<file path="src/include/cvctl_pkg.sv">
package cvctl_pkg;
    // Core clock
    localparam int CLK_PERIOD_NS = 10;
    // Load walk
    localparam int LOAD_WORDS = 72;
    localparam logic [6:0] LAST_WORD = 7'(LOAD_WORDS - 1);
    localparam int EPROM_SEL_BIT = 15;
    // Timing: least times round up
    localparam int SETTLE_NS = 100;
    localparam int STROBE_NS = 50;
    localparam logic [7:0] SETTLE_CYC = 8'((SETTLE_NS + CLK_PERIOD_NS - 1) / CLK_PERIOD_NS);
    localparam logic [7:0] STROBE_CYC = 8'((STROBE_NS + CLK_PERIOD_NS - 1) / CLK_PERIOD_NS);
    localparam logic [7:0] CHAIN_WAIT_CYC = 8'h40;
    // Pin synchroniser idle values
    localparam logic [9:0] PIN_RST = 10'h2ee;
    // Multiply codes
    localparam logic [1:0] MULT_X1 = 2'h0;
    localparam logic [1:0] MULT_X2 = 2'h1;
    localparam logic [1:0] MULT_X4 = 2'h2;
    typedef enum logic [1:0] {LD_IDLE, LD_ADDR, LD_STROBE, LD_WRITE} load_state_t;
endpackage

</file>
<file path="src/hw/convolver_control_interface.sv">
`timescale 1ns/1ps
// Overview of operation
// Master drives chain strobe out during load, feeding next device's chain input.
// In chained systems the chain strobe input ends the master's write strobe.
// Delayed sync output copies line sync after a programmed delay.
// Data strobe is active low; host drives it, EPROM master drives it out.
// Register access only when chip select, read-not-write and data strobe combine.
// EPROM single or master loads the lowest 72 addresses without chip select.
// After power-on load, chip select starts a fresh EPROM load.
// Host drives read-not-write high for reads, low for writes; tied low for EPROM.
// Config update is an input normally; EPROM single/master drives it while loading.
// All events on the rising clock edge, except low expansion inputs.
// Clock may be multiplied by two or four for multiplier reuse.
// Threshold flag high when result exceeds threshold; valid on last device only.
// Gain overflow output high whenever the gain block has overflowed.
// Power-on reset input is active low and resets the device.
// Grounded single strap selects single-device mode; open reads inactive.
// Grounded master strap selects chain master; open in single systems.
// Output drivers enabled only while output enable input is low; code gates only status_oe_o with it, the other drive enables ignore it.
// Master outputs a four-bit select naming one of sixteen devices.
// Field select outputs report auto-selected field, coded like the field config bits.
// Single/master uses coefficient bus for address and data; top bit picks EPROM.
// Line delay address pointers held in reset while line sync is high.
// EPROM load steps the address up from zero, one strobe per register.
module convolver_control_interface #(
    parameter int SYNC_DEPTH = 256,
    parameter int SYNC_SEL_W = 8
) (
    // Clock and reset
    input wire logic core_clk_i,
    input wire logic srst_i,
    // Straps and reset pin
    input wire logic por_n_i,
    input wire logic single_n_i,
    input wire logic master_n_i,
    input wire logic out_drive_en_n_i,
    // Host and chain pins
    input wire logic chip_sel_n_i,
    input wire logic rnw_i,
    input wire logic data_strobe_n_i,
    output logic data_strobe_n_o,
    output logic data_strobe_oe_o,
    input wire logic cfg_update_i,
    output logic cfg_update_o,
    output logic cfg_update_oe_o,
    input wire logic chain_strobe_in_n_i,
    output logic chain_strobe_out_n_o,
    output logic [3:0] device_select_o,
    // Coefficient bus
    input wire logic [15:0] coef_bus_i,
    output logic [6:0] coef_addr_o,
    output logic coef_addr_oe_o,
    output logic [7:0] coef_data_o,
    output logic coef_data_oe_o,
    // Video sync and status pins
    input wire logic line_sync_in_i,
    output logic delayed_sync_out_o,
    output logic threshold_flag_o,
    output logic gain_overflow_o,
    output logic [1:0] field_sel_out_o,
    output logic status_oe_o,
    // Configuration from the register file
    input wire logic [1:0] clk_mult_i,
    input wire logic [SYNC_SEL_W-1:0] sync_delay_i,
    input wire logic [3:0] chain_last_dev_i,
    // Datapath status
    input wire logic [15:0] result_i,
    input wire logic [15:0] threshold_i,
    input wire logic gain_ovf_i,
    input wire logic [1:0] auto_field_i,
    // Register file port
    input wire logic [7:0] reg_rdata_i,
    output logic [6:0] reg_addr_o,
    output logic [7:0] reg_wdata_o,
    output logic reg_we_o,
    output logic reg_re_o,
    // Core control and mode
    output logic line_ptr_rst_o,
    output logic [1:0] mac_phase_o,
    output logic pixel_en_o,
    output logic load_busy_o,
    output logic single_o,
    output logic master_o,
    output logic eprom_mode_o,
    output logic [15:0] exp_data_o
);

    ////////////////////////////////////////////////////////////////////////////
    // Pin synchronisers

    logic por_s, single_n_s, master_n_s, oe_n_s, line_s;
    logic cs_n_s, rnw_s, ds_n_s, cfg_upd_s, chain_in_n_s;
    logic [15:0] coef_s;
    logic [9:0] pins_s;

    pin_sync #(.W(10), .RST_VAL(cvctl_pkg::PIN_RST)) u_ctl_sync (
        .core_clk_i(core_clk_i),
        .srst_i(srst_i),
        .pin_i({chain_strobe_in_n_i, cfg_update_i, data_strobe_n_i, rnw_i,
                chip_sel_n_i, line_sync_in_i, out_drive_en_n_i, master_n_i,
                single_n_i, por_n_i}),
        .level_o(pins_s)
    );

    // Bus is sampled too slowly for expansion data at full rate
    pin_sync #(.W(16), .RST_VAL(16'h0000)) u_bus_sync (
        .core_clk_i(core_clk_i),
        .srst_i(srst_i),
        .pin_i(coef_bus_i),
        .level_o(coef_s)
    );

    assign {chain_in_n_s, cfg_upd_s, ds_n_s, rnw_s, cs_n_s,
            line_s, oe_n_s, master_n_s, single_n_s, por_s} = pins_s;

    // Power-on pin held low keeps everything but the pin synchronisers in reset
    wire rst = srst_i | ~por_s;

    ////////////////////////////////////////////////////////////////////////////
    // Straps, caught once after reset release

    logic straps_taken_reg;

    always_ff @(posedge core_clk_i) begin
        if (rst) begin
            straps_taken_reg <= 1'b0;
            single_o <= 1'b0;
            master_o <= 1'b0;
            eprom_mode_o <= 1'b0;
        end else if (!straps_taken_reg) begin
            straps_taken_reg <= 1'b1;
            single_o <= ~single_n_s;
            master_o <= ~master_n_s & single_n_s;
            eprom_mode_o <= coef_s[cvctl_pkg::EPROM_SEL_BIT];
        end
    end

    wire loader = straps_taken_reg & eprom_mode_o & (single_o | master_o);
    wire multi = master_o & (chain_last_dev_i != 4'h0);

    ////////////////////////////////////////////////////////////////////////////
    // Host access decode

    logic host_acc_reg, cs_n_prev_reg;
    wire host_acc = ~cs_n_s & ~ds_n_s & cfg_upd_s & ~loader;
    wire host_go = host_acc & ~host_acc_reg;
    wire host_wr = host_go & ~rnw_s;
    wire host_rd = host_go & rnw_s;
    wire [6:0] host_addr = coef_s[14:8];
    wire [7:0] host_data = coef_s[7:0];
    wire cs_fell = ~cs_n_s & cs_n_prev_reg;

    ////////////////////////////////////////////////////////////////////////////
    // EPROM load sequencer

    cvctl_pkg::load_state_t state_reg, state_next;
    logic [6:0] word_reg, word_next;
    logic [3:0] dev_reg, dev_next;
    logic [7:0] cnt_reg, cnt_next;
    logic [7:0] data_reg, data_next;
    logic done_reg, done_next;
    logic ld_we;

    // Power-on load runs once; later loads wait for chip select
    wire load_start = loader & (state_reg == cvctl_pkg::LD_IDLE)
                    & (~done_reg | cs_fell);
    wire chain_cut = multi & ~chain_in_n_s;
    wire last_dev = ~master_o | (dev_reg == chain_last_dev_i);
    wire [7:0] strobe_len = multi ? cvctl_pkg::CHAIN_WAIT_CYC
                                  : cvctl_pkg::STROBE_CYC;

    always_comb begin
        state_next = state_reg;
        word_next = word_reg;
        dev_next = dev_reg;
        cnt_next = cnt_reg;
        data_next = data_reg;
        done_next = done_reg;
        ld_we = 1'b0;
        case (state_reg)
            cvctl_pkg::LD_IDLE: begin
                if (load_start) begin
                    word_next = 7'h00;
                    dev_next = 4'h0;
                    cnt_next = cvctl_pkg::SETTLE_CYC;
                    state_next = cvctl_pkg::LD_ADDR;
                end
            end
            cvctl_pkg::LD_ADDR: begin
                if (cnt_reg == 8'h00) begin
                    data_next = coef_s[7:0];
                    cnt_next = strobe_len;
                    state_next = cvctl_pkg::LD_STROBE;
                end else begin
                    cnt_next = cnt_reg - 8'h01;
                end
            end
            cvctl_pkg::LD_STROBE: begin
                // Timeout keeps a broken chain from hanging the load
                if (cnt_reg == 8'h00 || chain_cut) begin
                    state_next = cvctl_pkg::LD_WRITE;
                end else begin
                    cnt_next = cnt_reg - 8'h01;
                end
            end
            cvctl_pkg::LD_WRITE: begin
                ld_we = (dev_reg == 4'h0);
                cnt_next = cvctl_pkg::SETTLE_CYC;
                state_next = cvctl_pkg::LD_ADDR;
                if (word_reg == cvctl_pkg::LAST_WORD) begin
                    word_next = 7'h00;
                    if (last_dev) begin
                        state_next = cvctl_pkg::LD_IDLE;
                        done_next = 1'b1;
                    end else begin
                        dev_next = dev_reg + 4'h1;
                    end
                end else begin
                    word_next = word_reg + 7'h01;
                end
            end
            default: state_next = cvctl_pkg::LD_IDLE;
        endcase
    end

    // Rising edge only throughout; low expansion latch lives elsewhere
    always_ff @(posedge core_clk_i) begin
        if (rst) begin
            state_reg <= cvctl_pkg::LD_IDLE;
            word_reg <= 7'h00;
            dev_reg <= 4'h0;
            cnt_reg <= 8'h00;
            data_reg <= 8'h00;
            done_reg <= 1'b0;
            host_acc_reg <= 1'b0;
            cs_n_prev_reg <= 1'b1;
        end else begin
            state_reg <= state_next;
            word_reg <= word_next;
            dev_reg <= dev_next;
            cnt_reg <= cnt_next;
            data_reg <= data_next;
            done_reg <= done_next;
            host_acc_reg <= host_acc;
            cs_n_prev_reg <= cs_n_s;
        end
    end

    ////////////////////////////////////////////////////////////////////////////
    // Pin drives and register port

    wire strobing = (state_next == cvctl_pkg::LD_STROBE);
    wire busy_next = (state_next != cvctl_pkg::LD_IDLE);

    always_ff @(posedge core_clk_i) begin
        if (rst) begin
            data_strobe_n_o <= 1'b1;
            data_strobe_oe_o <= 1'b0;
            chain_strobe_out_n_o <= 1'b1;
            cfg_update_o <= 1'b0;
            cfg_update_oe_o <= 1'b0;
            coef_addr_o <= 7'h00;
            coef_addr_oe_o <= 1'b0;
            device_select_o <= 4'h0;
            load_busy_o <= 1'b0;
        end else begin
            data_strobe_n_o <= ~strobing;
            data_strobe_oe_o <= loader;
            chain_strobe_out_n_o <= ~(strobing & master_o);
            cfg_update_o <= busy_next;
            cfg_update_oe_o <= loader;
            coef_addr_o <= word_next;
            coef_addr_oe_o <= loader;
            device_select_o <= master_o ? dev_next : 4'h0;
            load_busy_o <= busy_next;
        end
    end

    wire [6:0] acc_addr = ld_we ? word_reg : host_addr;
    wire [7:0] acc_data = ld_we ? data_reg : host_data;

    always_ff @(posedge core_clk_i) begin
        if (rst) begin
            reg_we_o <= 1'b0;
            reg_re_o <= 1'b0;
            reg_addr_o <= 7'h00;
            reg_wdata_o <= 8'h00;
            coef_data_o <= 8'h00;
            coef_data_oe_o <= 1'b0;
        end else begin
            reg_we_o <= ld_we | host_wr;
            reg_re_o <= host_rd;
            reg_addr_o <= acc_addr;
            reg_wdata_o <= acc_data;
            if (reg_re_o) begin
                coef_data_o <= reg_rdata_i;
            end
            coef_data_oe_o <= host_acc & rnw_s;
        end
    end

    ////////////////////////////////////////////////////////////////////////////
    // Status outputs, sync and clock phases

    wire [1:0] phase_last = (clk_mult_i == cvctl_pkg::MULT_X4) ? 2'h3 :
                            (clk_mult_i == cvctl_pkg::MULT_X2) ? 2'h1 : 2'h0;
    wire phase_wrap = (mac_phase_o >= phase_last);
    wire above = $signed(result_i) > $signed(threshold_i);

    always_ff @(posedge core_clk_i) begin
        if (rst) begin
            threshold_flag_o <= 1'b0;
            gain_overflow_o <= 1'b0;
            field_sel_out_o <= 2'h0;
            status_oe_o <= 1'b0;
            line_ptr_rst_o <= 1'b1;
            mac_phase_o <= 2'h0;
            pixel_en_o <= 1'b0;
            exp_data_o <= 16'h0000;
        end else begin
            threshold_flag_o <= above;
            gain_overflow_o <= gain_ovf_i;
            field_sel_out_o <= auto_field_i;
            status_oe_o <= ~oe_n_s;
            line_ptr_rst_o <= line_s;
            mac_phase_o <= phase_wrap ? 2'h0 : mac_phase_o + 2'h1;
            pixel_en_o <= phase_wrap;
            exp_data_o <= (single_o | master_o) ? 16'h0000 : coef_s;
        end
    end

    sync_delay #(.DEPTH(SYNC_DEPTH), .SEL_W(SYNC_SEL_W)) u_sync_delay (
        .core_clk_i(core_clk_i),
        .srst_i(rst),
        .in_i(line_s),
        .sel_i(sync_delay_i),
        .out_o(delayed_sync_out_o)
    );
endmodule

</file>
<file path="src/hw/pin_sync.sv">
`timescale 1ns/1ps
module pin_sync #(
    parameter int W = 1,
    parameter logic [W-1:0] RST_VAL = '0
) (
    // Clock and reset
    input wire logic core_clk_i,
    input wire logic srst_i,
    // Pins and settled levels
    input wire logic [W-1:0] pin_i,
    output logic [W-1:0] level_o
);
    logic [W-1:0] s1_reg, s2_reg, s3_reg;
    wire [W-1:0] agree = ~(s2_reg ^ s3_reg);

    // A bit only moves once the second and third stages agree
    always_ff @(posedge core_clk_i) begin
        if (srst_i) begin
            s1_reg <= RST_VAL;
            s2_reg <= RST_VAL;
            s3_reg <= RST_VAL;
            level_o <= RST_VAL;
        end else begin
            s1_reg <= pin_i;
            s2_reg <= s1_reg;
            s3_reg <= s2_reg;
            level_o <= (s2_reg & agree) | (level_o & ~agree);
        end
    end
endmodule

</file>
<file path="src/hw/sync_delay.sv">
`timescale 1ns/1ps
module sync_delay #(
    parameter int DEPTH = 256,
    parameter int SEL_W = 8
) (
    // Clock and reset
    input wire logic core_clk_i,
    input wire logic srst_i,
    // Level in, tap select, delayed level out
    input wire logic in_i,
    input wire logic [SEL_W-1:0] sel_i,
    output logic out_o
);
    logic [DEPTH-1:0] line_reg;

    always_ff @(posedge core_clk_i) begin
        if (srst_i) begin
            line_reg <= '0;
            out_o <= 1'b0;
        end else begin
            line_reg <= {line_reg[DEPTH-2:0], in_i};
            out_o <= line_reg[sel_i];
        end
    end
endmodule

</file>
<file path="config.mk">
export PLATFORM = sky130hd
export DESIGN_NAME = convolver_control_interface
export DESIGN_NICKNAME = d
export VERILOG_FILES = /design/src/include/cvctl_pkg.sv /design/src/hw/convolver_control_interface.sv /design/src/hw/pin_sync.sv /design/src/hw/sync_delay.sv
export SDC_FILE = /design/constraint.sdc
export NUM_CORES = 1
export LEC_CHECK = 0
export BUFFER_PORTS_ARGS = -buffer_cell sky130_fd_sc_hd__buf_2
export CAP_MARGIN = 20
export CORE_MARGIN = 5
export CORE_UTILIZATION = 40
export CTS_CLUSTER_DIAMETER = 50
export DETAILED_ROUTE_END_ITERATION = 12
export PLACE_DENSITY = 0.62
export SYNTH_ARGS = -nofsm -noshare
export SYNTH_HDL_FRONTEND = slang
export SYNTH_SLANG_ARGS = --single-unit
</file>
<file path="constraint.sdc">
create_clock -name core_clk_i -period 3.3 [get_ports core_clk_i]
set_input_delay 0.825 -clock core_clk_i [delete_from_list [all_inputs] [get_ports core_clk_i]]
set_output_delay 0.825 -clock core_clk_i [all_outputs]
set_load 0.05 [all_outputs]
</file>
[After elaboration in Yosys (flattened, before gate mapping)]
Index checks and enable logic that the tools add are counted.
Operators by class
  multiplexer cells: 26
  reductions and logical operators: 14
  eq/ne operators: 10
  $add $sub $neg: 4
  bitwise logic cells: 47
  order comparisons: 3
Operator list (number)
  $and 16x16->16: 2
  $mux 8: 4
  $not 16->16: 2
  $pmux 8 s4: 1
  $mux 7: 4
  $and 10x10->10: 2
  $not 10->10: 2
  $and 1x1->1: 16
  $gt 16x16->1: 1
  $or 16x16->16: 1
  $xor 16x16->16: 1
  $not 1->1: 14
  $pmux 7 s2: 1
  $mux 4: 3
  $or 10x10->10: 1
  $xor 10x10->10: 1
  $lt 8x9->1 const B: 1
  $bmux 1 s8: 1
  $eq 2x2->1 const B: 4
  $logic_not 8->1: 1
  $mux 2: 4
  $pmux 2 s4: 1
  $pmux 4 s2: 1
  $sub 8x1->8 const B: 1
  other kinds (18): 34
Storage, ports and cells
  word-level logic and storage cells: 145
  output and inout bits: 73
  flip-flop bits (word level): 456
  input bits: 85

[Logic depth before layout (Yosys ltp)]
Gate-level depths: netlist of run 1.
  depth after elaboration: 9
  mapped depth: 10
  depth with buffers taken out: 9

[Modules after synthesis]
A second synthesis of run 1 with hierarchy kept.
Second synthesis, totals
  cell total of the unflattened synthesis: 1494
  area, all modules: 16562.1 um2
By module, submodules not included
  sync_delay: times used 1, cells each 754, seq. area each 5144.9 um2, area an instance 9133.8 um2
  convolver_control_interface: times used 1, cells each 468, seq. area each 1901.8 um2, area an instance 4247.8 um2
  pin_sync (u_bus_sync): times used 1, cells each 167, seq. area each 1281.2 um2, area an instance 1940.6 um2
  pin_sync (u_ctl_sync): times used 1, cells each 105, seq. area each 800.8 um2, area an instance 1239.9 um2

[Worst setup path after synthesis of run 1]
No wires, ideal clock.
  kind: input-to-reg
  start point: in sync_delay_i[0]
  end point: reg u_sync_delay.out_o
  library setup time: 0.117 ns
  stages on the path: 8
  required time: 3.183 ns
  path slack: 0.672 ns
  buffers on the path: 3
  data arrival time: 2.512 ns
  cells stage by stage: buf_6 > buf_6 > buf_4 > mux4_2 > a311oi_1 > nand3_1 > a21o_1 > a22o_1
On the way
  word-level cells in the longest chain between the ends: 2
RTL lines
  start, declared: line convolver_control_interface.sv:64  | input wire logic [SYNC_SEL_W-1:0] sync_delay_i,
  $bmux 1 s8: line sync_delay.sv:22  | out_o <= line_reg[sel_i];
  $mux 1 (not written as such): line sync_delay.sv:22
  end signal, assigned: line sync_delay.sv:22
  end, declared: line sync_delay.sv:12  | output logic out_o
No other way between the ends. The select of a mux whose other input is x is not followed.
A chain may end at the register's enable or synchronous reset.

[Final worst setup path of run 1]
Ends and elaborated chain as after synthesis.

==> results.toml, run 1 <==
[outcome]
outcome = "completed"

[layout]
largest_register_ffs = 256
area_growth_pct = 18.0
diodes = 0
final_cell_area_um2 = 18900
drive_gt1_frac = 0.209
fin_nets = 1702

[synth]
ys_seq_elements = 456
synth_top_area_share = 0.569
syn-num-nets = 1557
synth-simple-area-share = 0.199
yosys.cell_types.count = 54
synth_area_per_cell_um2 = 11.1
yosys.area.top_type = "dfxtp_1"
yosysSeqAreaShare = 0.569
synth_cells = 1445
ys.flop_type = "dfxtp_1"
synth_compound_area_frac = 0.0633
synth_xor_area_frac = 0.00655
synthArstFlopShare = 0
synth_top_family_by_area = "simple AND/OR/NAND/NOR gates"
yosys_warnings = 0
synthAdderAreaFrac = 0.0211
ys_top_cells_by_area = "dfxtp_1, and2_1, mux4_2, mux2i_1, nor2b_1"
syn_area_um2 = 16000
synthMuxAreaShare = 0.110
synth_edf_count = 0

[timing]
finalSetupViolCount = 0
skew_ns = 0.0188
rsz0062_at_grt = "no"
maxSlewViolCount = 0
tightest_slew_ns = 0.942
timing.fmax_mhz = 406
slew_headroom = 0.372
period_needed_ns = 2.46
fin_setup_tns_ns = 0
hold_violations = 0
period_share = 0.746

[clocking]
cts-resized-gates = 0
numCtsBuffers = 49
hold_buffers = 0
clk_pin_slew_ns = 0.06
cts_sinks = 456
post_cts_buffers = 0
h-tree-depth = 2
clk_latency_ns = 0.57
root_buffer = "clkbuf_16"
cts_buffer_depth = 3
cts_tree = "done"

[run]
max_cap_violations = 0

[critical_path]
crit_top_cell = "buf_12"
crit_chain = "buf_4 -> buf_12 -> buf_12 -> mux2i_1 -> o221ai_1 -> o22ai_1 -> a21oi_1 -> a211oi_1 -> nor4_1 -> a22o_1"
start_kind = "primary input"
arrival_ns = 2.92
crit_path_end_kind = "flip-flop"
worstSetupPathType = "in -> reg"
critPathRequiredTime_ns = 3.76
slowest_stage = "a211oi_1"
cp_max_fo = 25
cp_slowest_stage_delay_ns = 0.35

[placement]
post_dp_cell_area_um2 = 17300
routabilityCongestion = 0.807
portBuffers = 157
post-dp-hpwl_mm = 21.6

[route]
drtIter0Drc = 446
route.detailed.drc = 0
antenna_left = 0
routed_wl_mm = 32.3
drtPass1Iterations = 5
route.vias.total = 10271
viasPerCell = 4.77
wire_per_inst_um = 15.0

[power]
power.density_nw_per_um2 = 593
p_leak_nw = 7.72
ir_worst_vdd_mv = 0.380

[global_routing]
track_usage = 0.146
grt_overflow = 0
grt_pass1_wl_mm = 53.6
antenna_found_initial = 2
grt_max_degree = 112
first_global_vias = 10325

[die]
coreArea_um2 = 39700
dieWidth_um = 210
die_h_um = 210
num_rows = 73
die_area_um2 = 44200
floorplan.initialDensity = 0.404
pin_count = 158

[hold_path]
hold_class = "reg -> reg"
-- cell families after synthesis --
family / after synthesis
flops: 456
simple gates: 563
fa+ha+maj: 27
xor+xnor: 12
mux: 105
buf+inv: 117
compound gates: 165
-- layout make-up --
cell class	count	area [um^2]
well taps	525	657
multi-input cells	872	6410
repair buffers	177	988
fillers	3670	20800
clock buffers	75	1490
inverters	34	133
flip-flops and latches	456	9130
clock inverters	13	124
-- worst max-delay path, delay by kind of cell --
| kind | cells | cell delay (ns) |
|---|---|---|
| AOI/OAI and AO/OA | 5 | 0.98 |
| buffers and inverters | 3 | 0.77 |
| muxes | 1 | 0.21 |
| and+or+nand+nor | 1 | 0.10 |
-- path summary, 6_finish.rpt --
kind | to | cells past startpoint | from | slack [ns]
min | u_ctl_sync.s2_reg[9] | 1 | u_ctl_sync.s1_reg[9] | 0.40
min reg2reg | u_ctl_sync.s2_reg[9] | 1 | u_ctl_sync.s1_reg[9] | 0.40
max | u_sync_delay.out_o | 10 | sync_delay_i[0] | 0.84
max reg2reg | load_busy_o | 8 | cnt_reg[0] | 0.85
-- synthesized netlist by cell type, drive strengths merged, types with 3 or more instances --
master / n
dfxtp: 456
and2: 282
nor2: 67
nand2: 66
nor2b: 65
a21oi: 61
clkbuf: 57
mux4: 56
mux2i: 45
o21ai: 37
inv: 34
ha: 27
buf: 26
or2: 21
nand3: 15
nand2b: 12
nor3: 10
a211oi: 9
o221ai: 9
a22oi: 8
o22ai: 8
o21bai: 7
xor2: 7
nand4: 5
o211ai: 5
xnor2: 5
a21o: 4
mux2: 4
nor3b: 4
o21a: 4
and3: 3
nor4: 3
or3: 3
-- per-stage QoR --
stage	cells	util	worst slack [ns]	power, mW	hold WS (ns)
6_report	2152	0.476	0.839	11.2	0.402
5_1_grt	2152	0.476	0.641	11.7	0.420
4_1_cts	2152	0.476	0.841	11.4	0.402
3_5_place_dp	2064	0.436	0.244	6.00	0.394
3_3_place_gp	2064	0.436	0.265	5.99	0.394
2_1_floorplan	1445	-	0.672	5.88	0.389
-- where the power goes --
group	internal, mW	switching (mW)
registers	5.54	0.0157
logic	0.146	0.163
clock network	3.20	2.16
-- per-layer routing --
metal | track usage | part of all wire
met1 | 0.203 | 0.47
met2 | 0.230 | 0.44
met3 | 0.0289 | 0.059
met4 | 0.0491 | 0.022
met5 | 0 | 0.00071
-- placed cells by master (no fill, tap or decap), types with 5 or more instances in the layout --
cell type and n:
nand2_1 65, clkbuf_1 12, or2_2 21, and2_1 282, o22ai_1 8, o211ai_1 5, mux2i_1 45, a211oi_1 9
xor2_1 7, dfxtp_1 456, nor2_1 67, nand3_1 15, ha_1 27, nand2b_1 11, nor3_1 9, clkinv_2 5
nand4_1 5, buf_2 156, a21oi_1 61, o221ai_1 9, clkbuf_16 51, nor2b_1 65, buf_4 17, mux4_2 56
clkbuf_8 12, o21bai_1 7, xnor2_1 5, o21ai_0 34, a22oi_1 8, inv_1 33
Power figures use the tool's default switching activity.
==> run 2, diff against run 1 <==
--- a/config.mk
+++ b/config.mk
@@ -11,7 +11,7 @@
 export CORE_UTILIZATION = 40
 export CTS_CLUSTER_DIAMETER = 50
 export DETAILED_ROUTE_END_ITERATION = 12
-export PLACE_DENSITY = 0.62
+export PLACE_DENSITY = 0.64
 export SYNTH_ARGS = -nofsm -noshare
 export SYNTH_HDL_FRONTEND = slang
 export SYNTH_SLANG_ARGS = --single-unit
==> constraint.sdc (replaced) <==
create_clock -name core_clk_i -period 2.1 [get_ports core_clk_i]
set_input_delay 0.525 -clock core_clk_i [delete_from_list [all_inputs] [get_ports core_clk_i]]
set_output_delay 0.525 -clock core_clk_i [all_outputs]
set_load 0.05 [all_outputs]
==> results.toml, run 2 (synthesis gave the netlist of run 1 again) <==
[clocking]
post_cts_buffers = 0
cts_tree = "done"
clk_pin_slew_ns = 0.06
cts_buffer_depth = 3
hold_buffers = 0
root_buffer = "clkbuf_16"
cts_sinks = 456
h-tree-depth = 2
clk_latency_ns = 0.57
numCtsBuffers = 48

[route]
antenna_left = 0
route.detailed.drc = 0
drtPass1Iterations = 4
drtIter0Drc = 501
routed_wl_mm = 33.4
route.vias.total = 10510
wire_per_inst_um = 15.0
viasPerCell = 4.74

[hold_path]
hold_class = "in -> reg"
hold_start = "chip_sel_n_i"
hold_depth = 2
whs_endpoint = "u_ctl_sync.s1_reg[5]"

[critical_path]
regToRegSetupSlack_ns = 0.06
cp_max_fo = 5
reg2reg_depth = 7
slowest_stage = "o41a_1"
cp_slowest_stage_delay_ns = 0.53
r2r-start = "dev_reg[3]"
r2r-end = "device_select_o[2]"
crit_chain = "xor2_1 -> o41a_1 -> nand3_1 -> mux2_2 -> a22oi_2 -> nor2_1 -> and2_1"
worstSetupPathType = "reg -> reg"
critPathRequiredTime_ns = 2.56
start_kind = "flip-flop"
crit_path_end_kind = "flip-flop"
arrival_ns = 2.50

[layout]
final_cell_mix = "dfxtp_1, and2_1, buf_2, buf_4, nor2_1"
diodes = 0
post-route-util = 0.492
layout_commonest_cell = "dfxtp_1"
largest_register_ffs = 256
fin_nets = 1767
final.fill_count = 3538
drive_gt1_frac = 0.245
final_cell_area_um2 = 19500
area_growth_pct = 21.9

[timing]
period_needed_ns = 2.04
hold_violations = 0
period_share = 0.973
timing.fmax_mhz = 489
rsz0062_at_grt = "yes"
skew_ns = 0.0172
fin_hold_ws_ns = 0.149
maxSlewViolCount = 0
slew_headroom = 0.380
tightest_slew_ns = 0.930
finalSetupViolCount = 0

[placement]
post_dp_cell_area_um2 = 17900
routabilityCongestion = 0.804
portBuffers = 157
post-dp-hpwl_mm = 22.8

[global_routing]
track_usage = 0.148
grt_overflow = 0
first_global_vias = 10549
antenna_found_initial = 0
grt_pass1_wl_mm = 54.4
grt_max_degree = 105

[power]
p_leak_nw = 8.08
p_clk_frac = 0.475
p_seq_frac = 0.493
ir_worst_vdd_mv = 0.710
p_sw_frac = 0.209
p_switching_mw = 3.71
power.density_nw_per_um2 = 907
pwr-share-comb = 0.031
p_int_mw = 14.0

[run]
max_cap_violations = 0

[die]
coreArea_um2 = 39700
num_rows = 73
die_h_um = 210
dieWidth_um = 210
die_area_um2 = 44200
floorplan.initialDensity = 0.404
pin_count = 158

[outcome]
outcome = "completed"
run 2: worst max path at each step:
stage	endpoint	start	cells past startpoint	slack, ns
after floorplan	u_sync_delay.out_o	sync_delay_i[0]	7	-0.14
after global placement	u_sync_delay.out_o	sync_delay_i[0]	7	-0.42
after detailed placement	u_sync_delay.out_o	sync_delay_i[0]	9	-0.43
after CTS	cnt_reg[3]	cnt_reg[1]	9	0.01
after global routing	device_select_o[2]	dev_reg[3]	7	-0.009
final	device_select_o[2]	dev_reg[3]	7	0.06
run 2: area by class of cell:
class / count / area [um^2] / area share
clock buffers: 70 / 1440 / 0.0734
clock inverters: 17 / 171 / 0.00877
repair buffers: 243 / 1570 / 0.0804
multi-input cells: 872 / 6440 / 0.330
flip-flops and latches: 456 / 9130 / 0.467
inverters: 34 / 133 / 0.00679
well taps: 525 / 657 / 0.0336
run 2: what timing repair did:
action,CTS,global route
pin swaps,0,5
gates resized for setup,2,5
cloned,0,0
endpoints found under the setup margin,5,16
run 2: metal layers:
layer | GRT usage | share of wire | vias up
met5 | 0 | 0 | -
met4 | 0.0389 | 0.019 | 0
met3 | 0.0344 | 0.061 | 51
met2 | 0.238 | 0.45 | 239
met1 | 0.203 | 0.47 | 4953
li1 | - | - | 5267
run 2: critical path, delay by kind of cell (launching register included):
| family | cells | cell delay [ns] |
|---|---|---|
| compound gates | 2 | 0.73 |
| simple gates | 3 | 0.39 |
| mux | 1 | 0.34 |
| flops | 1 | 0.33 |
| xor+xnor | 1 | 0.15 |
run 2: through the flow:
step | total power, mW | TNS [ns] | cells | worst slack [ns]
3_5_place_dp | 9.49 | -3.20 | 2130 | -0.435
4_1_cts | 18.0 | 0 | 2217 | 0.0106
2_1_floorplan | 9.24 | -0.135 | 1445 | -0.135
6_report | 17.7 | 0 | 2217 | 0.0560
5_1_grt | 18.4 | -0.00863 | 2217 | -0.00863
3_3_place_gp | 9.48 | -2.74 | 2130 | -0.424
run 2: power groups by stage:
stage,Sequential [mW],Clock [mW],Combinational [mW]
after CTS,8.74,8.66,0.566
after detailed placement,8.93,0,0.563
after global routing,8.74,9.02,0.616
after global placement,8.93,0,0.552
after floorplan,8.92,0,0.322
final,8.74,8.43,0.558
